$ cat src/design/window_pkg.sv
// Constants and types shared by the program-space window logic
package window_pkg;
    // Control-register region bounds
    localparam logic [15:0] SFR_FIRST = 16'h0000;
    localparam logic [15:0] SFR_LAST = 16'h07ff;
    // Page register offsets and reset values
    localparam logic [15:0] OFS_READ_PAGE = 16'h0032;
    localparam logic [15:0] OFS_WRITE_PAGE = 16'h0034;
    localparam logic [15:0] READ_PAGE_RESET = 16'h0000;
    localparam logic [15:0] WRITE_PAGE_RESET = 16'h0000;
    // Field positions
    localparam int EA_WINDOW_BIT = 15;
    localparam int PAGE_PROG_BIT = 9;
    localparam int PAGE_UPPER_BIT = 8;
    localparam int PAGE_LOW_MSB = 7;
    localparam int EA_OFS_MSB = 14;
    localparam int PROG_ADDR_W = 23;
    // Extra instruction cycles for window reads
    localparam logic [1:0] EXTRA_NONE = 2'h0;
    localparam logic [1:0] EXTRA_MOV = 2'h1;
    localparam logic [1:0] EXTRA_OTHER = 2'h2;
    localparam logic [1:0] EXTRA_REPEAT_EDGE = 2'h2;
    // Access classes out of the decoder
    typedef enum logic [2:0] {
        ACC_RAM,
        ACC_SFR,
        ACC_PAGE_REG,
        ACC_PROG,
        ACC_TRAP
    } access_e;
endpackage

$ cat src/design/window_decode.sv
// Address decoder and program address builder for the data window
`timescale 1ns/1ps
module window_decode (
    input wire logic [15:0] addr,
    input wire logic write,
    input wire logic [15:0] read_page,
    input wire logic [15:0] write_page,
    output window_pkg::access_e access,
    output logic [window_pkg::PROG_ADDR_W-1:0] prog_addr
);
    import window_pkg::*;

    // Classify one access; traps take precedence over every other route
    always_comb begin
        access = ACC_RAM;
        if (addr[EA_WINDOW_BIT]) begin
            if (write) begin
                access = (write_page == 16'h0000) ? ACC_TRAP : ACC_RAM;
            end else if (read_page == 16'h0000) begin
                access = ACC_TRAP;
            end else if (read_page[PAGE_PROG_BIT]) begin
                access = ACC_PROG;
            end
        end else if (addr >= SFR_FIRST && addr <= SFR_LAST) begin
            access = ((addr[15:1] == OFS_READ_PAGE[15:1]) || (addr[15:1] == OFS_WRITE_PAGE[15:1]))
                ? ACC_PAGE_REG : ACC_SFR;
        end
    end

    // Page low byte over word offset; page bit 8 picks the even or odd word
    assign prog_addr = {read_page[PAGE_LOW_MSB:0], addr[EA_OFS_MSB:1],
                        read_page[PAGE_UPPER_BIT]};
endmodule

$ cat src/design/window_cost.sv
// Extra instruction cycles charged for a read through the program window
`timescale 1ns/1ps
module window_cost (
    input wire logic is_move,
    input wire logic in_repeat,
    input wire logic repeat_first,
    input wire logic repeat_last,
    input wire logic repeat_int_exit,
    input wire logic repeat_reentry,
    output logic [1:0] extra
);
    import window_pkg::*;

    // Repeat loops only pay at their edges; steady iterations run in one cycle
    always_comb begin
        if (!in_repeat) begin
            extra = is_move ? EXTRA_MOV : EXTRA_OTHER;
        end else if (repeat_first || repeat_last || repeat_int_exit || repeat_reentry) begin
            extra = EXTRA_REPEAT_EDGE;
        end else begin
            extra = EXTRA_NONE;
        end
    end
endmodule

$ cat src/design/data_to_program_space_window.sv
// Data-to-program-space window: decode, page registers, flash read path, stalls
`timescale 1ns/1ps
module data_to_program_space_window (
    input wire logic CLK_SYS,
    input wire logic RESET_N,
    input wire logic REQ_VALID,
    input wire logic REQ_WRITE,
    input wire logic REQ_BYTE,
    input wire logic [15:0] REQ_ADDR,
    input wire logic [15:0] REQ_WDATA,
    input wire logic INSTR_IS_MOVE,
    input wire logic IN_REPEAT,
    input wire logic REPEAT_FIRST,
    input wire logic REPEAT_LAST,
    input wire logic REPEAT_INT_EXIT,
    input wire logic REPEAT_REENTRY,
    input wire logic SFR_IMPL,
    input wire logic [15:0] SFR_RDATA,
    input wire logic [15:0] PROG_RDATA,
    output logic [window_pkg::PROG_ADDR_W-1:0] PROG_ADDR,
    output logic PROG_RD,
    output logic [15:0] RD_DATA,
    output logic RD_VALID,
    output logic SFR_SEL,
    output logic RAM_SEL,
    output logic ADDR_ERR_TRAP,
    output logic [1:0] EXTRA_CYCLES,
    output logic STALL,
    output logic [15:0] READ_PAGE,
    output logic [15:0] WRITE_PAGE
);
    import window_pkg::*;

    typedef struct packed {
        logic [15:0] rpage;
        logic [15:0] wpage;
        logic [PROG_ADDR_W-1:0] prog_addr;
        logic prog_rd;
        logic byte_op;
        logic byte_hi;
        logic [15:0] rd_data;
        logic rd_valid;
        logic sfr_sel;
        logic ram_sel;
        logic trap;
        logic [1:0] extra;
        logic [1:0] stall_cnt;
        logic stall;
    } state_s;

    state_s st;
    state_s next_st;
    logic rst_meta;
    logic rst_n;
    access_e access;
    logic [PROG_ADDR_W-1:0] prog_addr;
    logic [1:0] extra;
    logic [15:0] reg_rdata;
    logic [1:0] stall_dec;

    // Reset is asserted at once but released only after two clean edges
    always_ff @(posedge CLK_SYS or negedge RESET_N) begin
        if (!RESET_N) begin
            rst_meta <= 1'b0;
            rst_n <= 1'b0;
        end else begin
            rst_meta <= 1'b1;
            rst_n <= rst_meta;
        end
    end

    window_decode u_decode (
        .addr(REQ_ADDR),
        .write(REQ_WRITE),
        .read_page(st.rpage),
        .write_page(st.wpage),
        .access(access),
        .prog_addr(prog_addr)
    );

    window_cost u_cost (
        .is_move(INSTR_IS_MOVE),
        .in_repeat(IN_REPEAT),
        .repeat_first(REPEAT_FIRST),
        .repeat_last(REPEAT_LAST),
        .repeat_int_exit(REPEAT_INT_EXIT),
        .repeat_reentry(REPEAT_REENTRY),
        .extra(extra)
    );

    // Read mux for the control-register region; holes return zero
    always_comb begin
        if (access == ACC_PAGE_REG) begin
            reg_rdata = (REQ_ADDR[15:1] == OFS_READ_PAGE[15:1]) ? st.rpage : st.wpage;
        end else if (SFR_IMPL) begin
            reg_rdata = SFR_RDATA;
        end else begin
            reg_rdata = 16'h0000;
        end
    end

    assign stall_dec = st.stall_cnt - 2'h1;

    // Next-state logic; every pulse output defaults low each cycle
    always_comb begin
        next_st = st;
        next_st.prog_rd = 1'b0;
        next_st.rd_valid = 1'b0;
        next_st.sfr_sel = 1'b0;
        next_st.ram_sel = 1'b0;
        next_st.trap = 1'b0;
        // Stall countdown from the previous window read
        if (st.stall_cnt != 2'h0) begin
            next_st.stall_cnt = stall_dec;
            next_st.stall = (stall_dec != 2'h0);
        end
        // Flash data arrives the cycle after the strobe
        // Limitation: a control-register read taken in that same cycle wins RD_DATA,
        // so the requester must not place one directly behind a window read
        if (st.prog_rd) begin
            next_st.rd_valid = 1'b1;
            next_st.rd_data = st.byte_op
                ? {8'h00, st.byte_hi ? PROG_RDATA[15:8] : PROG_RDATA[7:0]} : PROG_RDATA;
        end
        if (REQ_VALID) begin
            next_st.byte_op = REQ_BYTE;
            next_st.byte_hi = REQ_ADDR[0];
            case (access)
                ACC_RAM: begin
                    next_st.ram_sel = 1'b1;
                end
                ACC_SFR, ACC_PAGE_REG: begin
                    next_st.sfr_sel = 1'b1;
                    if (!REQ_WRITE) begin
                        next_st.rd_valid = 1'b1;
                        next_st.rd_data = REQ_BYTE
                            ? {8'h00, REQ_ADDR[0] ? reg_rdata[15:8] : reg_rdata[7:0]}
                            : reg_rdata;
                    end else if (access == ACC_PAGE_REG) begin
                        // Byte writes touch only the addressed lane
                        if (REQ_ADDR[15:1] == OFS_READ_PAGE[15:1]) begin
                            if (!REQ_BYTE || !REQ_ADDR[0]) next_st.rpage[7:0] = REQ_WDATA[7:0];
                            if (!REQ_BYTE || REQ_ADDR[0]) begin
                                next_st.rpage[15:8] = REQ_BYTE ? REQ_WDATA[7:0] : REQ_WDATA[15:8];
                            end
                        end else begin
                            if (!REQ_BYTE || !REQ_ADDR[0]) next_st.wpage[7:0] = REQ_WDATA[7:0];
                            if (!REQ_BYTE || REQ_ADDR[0]) begin
                                next_st.wpage[15:8] = REQ_BYTE ? REQ_WDATA[7:0] : REQ_WDATA[15:8];
                            end
                        end
                    end
                end
                ACC_PROG: begin
                    // Only reads reach here; writes never route to flash
                    next_st.prog_rd = 1'b1;
                    next_st.prog_addr = prog_addr;
                    next_st.extra = extra;
                    next_st.stall_cnt = extra;
                    next_st.stall = (extra != 2'h0);
                end
                ACC_TRAP: begin
                    next_st.trap = 1'b1;
                end
                default: begin
                    next_st.ram_sel = 1'b0;
                end
            endcase
        end
    end

    // Whole block state in one register
    always_ff @(posedge CLK_SYS or negedge rst_n) begin
        if (!rst_n) begin
            st <= '0;
            st.rpage <= READ_PAGE_RESET;
            st.wpage <= WRITE_PAGE_RESET;
        end else begin
            st <= next_st;
        end
    end

    assign PROG_ADDR = st.prog_addr;
    assign PROG_RD = st.prog_rd;
    assign RD_DATA = st.rd_data;
    assign RD_VALID = st.rd_valid;
    assign SFR_SEL = st.sfr_sel;
    assign RAM_SEL = st.ram_sel;
    assign ADDR_ERR_TRAP = st.trap;
    assign EXTRA_CYCLES = st.extra;
    assign STALL = st.stall;
    assign READ_PAGE = st.rpage;
    assign WRITE_PAGE = st.wpage;
endmodule

$ cat config.mk
export PLATFORM = sky130hd
export DESIGN_NAME = data_to_program_space_window
export DESIGN_NICKNAME = d
export VERILOG_FILES = /design/src/design/window_pkg.sv /design/src/design/window_decode.sv /design/src/design/window_cost.sv /design/src/design/data_to_program_space_window.sv
export SDC_FILE = /design/constraint.sdc
export NUM_CORES = 1
export LEC_CHECK = 0
export BUFFER_PORTS_ARGS = -buffer_cell sky130_fd_sc_hd__buf_2
export CAP_MARGIN = 30
export CELL_PAD_IN_SITES_DETAIL_PLACEMENT = 2
export CELL_PAD_IN_SITES_GLOBAL_PLACEMENT = 2
export CORE_MARGIN = 10
export CORE_UTILIZATION = 33
export CTS_BUF_LIST = sky130_fd_sc_hd__clkbuf_16
export CTS_CLUSTER_DIAMETER = 120
export DETAILED_ROUTE_END_ITERATION = 10
export PLACE_DENSITY = 0.87
export SKIP_CTS_REPAIR_TIMING = 1
export SYNTH_ARGS = -nofsm -noshare
export SYNTH_HDL_FRONTEND = slang
export SYNTH_SLANG_ARGS = --single-unit
$ cat constraint.sdc
create_clock -name CLK_SYS -period 6.8 [get_ports CLK_SYS]
set_clock_uncertainty 0.15 [all_clocks]
set_input_delay 1.36 -clock CLK_SYS [delete_from_list [all_inputs] [get_ports CLK_SYS]]
set_output_delay 1.36 -clock CLK_SYS [all_outputs]
set_load 0.02 [all_outputs]
==> reports/qor.yml <==
syn-cell-area_um2: 4796
cp_slowest_cell: "or4b_1"
boundaryPins: 155
fmax_mhz: 235.9
tns_ns: 0
area_growth_syn_to_layout_pct: 13.62
syn_inst: 509
end_kind: "flip-flop"
pre_cts_slack_ns: 2.188
die_x_um: 140.6
r2r_slack_ns: 3.63
cts_inserted_buffers: 9
power.share.clock_pct: 39.3
yosysWarnings: 0
hold_viol_final: 0
initial_utilization_pct: 34.15
power_switching_share_pct: 26.87
grt_pass1_vias: 4465
port-buffer-count: 154
wire_per_inst_um: 22.67
powerDensity_nw_per_um2: 206.1
worst_pin_slew_ns: 0.8256
fin_area_um2: 5449
grt_pass1_wl_mm: 27.10
startpoint_type: "input pin"
vias_per_cell: 5.102
yosysUniqueCellTypes: 44
drv_cap: 0
pwr-share-comb_pct: 12.8
layout_commonest_cell: "buf_2"
tritoncts: "done"
syn-num-nets: 585
path_depth: 6
path_delay_family: "simple AND/OR/NAND/NOR gates"
htreeDepth: 3
drt_pass1_iterations: 4
ir_worst_vdd_mv: 0.1012
n_fill_cell: 1558
hold_class: "flip-flop to async pin"
leakagePower_uw: 0.002934
ant_nets: 0
coreArea_um2: 14040
final_layout_size_suffix_gt1_share_pct: 35.49
rsz0062_at_grt: "false"
cp_max_fo: 20
slew_headroom_pct: 44.62
dieArea_um2: 19750
grt_max_degree: 51
via_count: 3913
worstPathArrival_ns: 4.32
die_h_um: 140.6
rows: 43
period_share_pct: 62.35
dpl_cell_area_um2: 5187
antenna_found_initial: 1
clock_latency_ns: 0.35
totalWireLength_mm: 17.39
clk_path_buf_depth: 2
fin_crit_ns: 4.240
cts.sinks: 85
dp_hpwl_mm: 13.85
drtIter0Drc: 206
critical-path-max-stage-delay_ns: 0.90
reg2reg_to: "st[2]$_DFF_PN0_"
path_buf_inv: 1
p_int_uw: 821.3
outcome: "completed"
fin_util_pct: 38.80
setup_ws_ns: 2.560
required_ns: 6.88
pwr-share-seq_pct: 47.9
synth_flop_cell: "dfrtp_1"
gp_congestion: 0.8117
worstPathCellList: "buf_2 > or4_4 > nor4_4 > nand2_1 > or4b_1 > mux2_4"
grt_usage_pct: 17.45
p_sw_uw: 301.7
clkSlewWorstSetupHoldPaths_ns: 0.06
cts-root-buf: "clkbuf_16"
final_cell_mix: "buf_2 (154), nand2_1 (114), dfrtp_1 (84)"
worstSetupPathType: "input pin to flip-flop"
drc: 0
ys_async_sr_fraction_pct: 100.0
r2r_cells: 7
slew_violations: 0
final_nets: 657
synth.ff_latch_count: 85
grt_overflow_total: 0
rr_startpoint: "READ_PAGE[10]$_DFFE_PN0P_"
synth_edf_count: 0
setup_viol: 0
seq_area_frac_synth_pct: 44.35
synth.avg_cell_area_um2: 9.422
-- final cells by class --
| cell class | instances | area (um2) | area share, % |
|---|---|---|---|
| clock buffers | 9 | 225.2 | 4.133 |
| repair buffers | 157 | 813.3 | 14.93 |
| clock inverters | 7 | 33.78 | 0.6200 |
| well taps | 180 | 225.2 | 4.133 |
| diodes | 1 | 2.502 | 0.04592 |
| inverters | 14 | 52.55 | 0.9644 |
| flip-flops and latches | 85 | 2131 | 39.10 |
| multi-input cells | 314 | 1966 | 36.07 |
-- worst reg2reg max path, stage by stage (launching register included) --
cell,delay [ns]
dfrtp_1,0.43
nor4_1,0.51
a41oi_1,0.27
nand4_1,0.16
buf_4,0.32
clkinv_1,0.74
nand3_1,0.33
o21ai_0,0.13
-- Yosys cell counts (all sizes together), types with 2 or more instances --
master | instances | area, um2
a2111o | 2 | 22.52
a211oi | 7 | 52.55
a21oi | 17 | 85.08
a221oi | 5 | 43.79
a31oi | 3 | 18.77
buf | 84 | 605.6
clkbuf | 12 | 45.04
dfrtp | 85 | 2127
inv | 13 | 48.80
mux2 | 31 | 360.3
mux2i | 26 | 260.3
nand2 | 114 | 427.9
nand2b | 7 | 43.79
nand3 | 3 | 20.02
nand4 | 2 | 12.51
nor2 | 18 | 70.07
nor2b | 7 | 43.79
nor3 | 8 | 40.04
nor3b | 2 | 15.01
nor4 | 10 | 77.57
o211ai | 6 | 45.04
o21ai | 15 | 75.07
o221ai | 3 | 26.28
o22ai | 6 | 37.54
o32ai | 4 | 35.03
or3 | 3 | 18.77
or4 | 6 | 56.30
or4b | 2 | 20.02
-- worst max-delay path by stage --
stage            startpoint                          to  slack (ns)
4_1_cts        REQ_ADDR[12]  WRITE_PAGE[14]$_DFFE_PN0P_        2.54
3_5_place_dp   REQ_ADDR[12]  WRITE_PAGE[14]$_DFFE_PN0P_        2.19
6_report       REQ_ADDR[12]  WRITE_PAGE[14]$_DFFE_PN0P_        2.56
5_1_grt        REQ_ADDR[12]  WRITE_PAGE[14]$_DFFE_PN0P_        2.42
3_3_place_gp   REQ_ADDR[12]  WRITE_PAGE[14]$_DFFE_PN0P_        2.30
2_1_floorplan   REQ_ADDR[7]        RD_DATA[1]$_DFF_PN0_        3.09
-- power groups by stage --
stage | sequential [uW] | clock, uW | combinational (uW)
5_1_grt | 541 | 477 | 158
6_report | 538 | 441 | 144
3_3_place_gp | 551 | 0 | 131
3_5_place_dp | 548 | 0 | 145
2_1_floorplan | 547 | 0 | 91.8
4_1_cts | 539 | 451 | 146
-- per-layer routing --
metal / global-route usage [%] / routed length, um / vias up
met4: 6.576 / 271 / 0
met3: 4.395 / 934 / 19
met1: 20.68 / 7296 / 1962
met2: 29.61 / 8886 / 104
li1: - / - / 1828
met5: 0 / 0 / -
-- registers in the layout, indices dropped and copies added (netlist names), 2 cells and up --
name / cells
PROG_ADDR: 23
EXTRA_CYCLES: 2
st: 4
WRITE_PAGE: 16
READ_PAGE: 16
RD_DATA: 16
-- per-stage QoR --
stage	power (uW)	hold slack, ns	cells
floorplan	638.5	0.1812	509
global placement	682.2	0.1885	749
detailed placement	693.1	0.1720	750
CTS	1136	0.1769	766
global route	1175	0.2046	767
finish	1123	0.1541	767
-- cells by family after synthesis --
| family | after synthesis | share of synthesized area [%] |
|---|---|---|
| AOI/OAI and AO/OA | 70 | 9.575 |
| buffers and inverters | 110 | 14.66 |
| DFF | 85 | 44.35 |
| muxes | 57 | 12.94 |
| other | 1 | 0.07819 |
| and+or+nand+nor | 186 | 18.39 |
No activity file was read; power rests on OpenSTA's default activity.
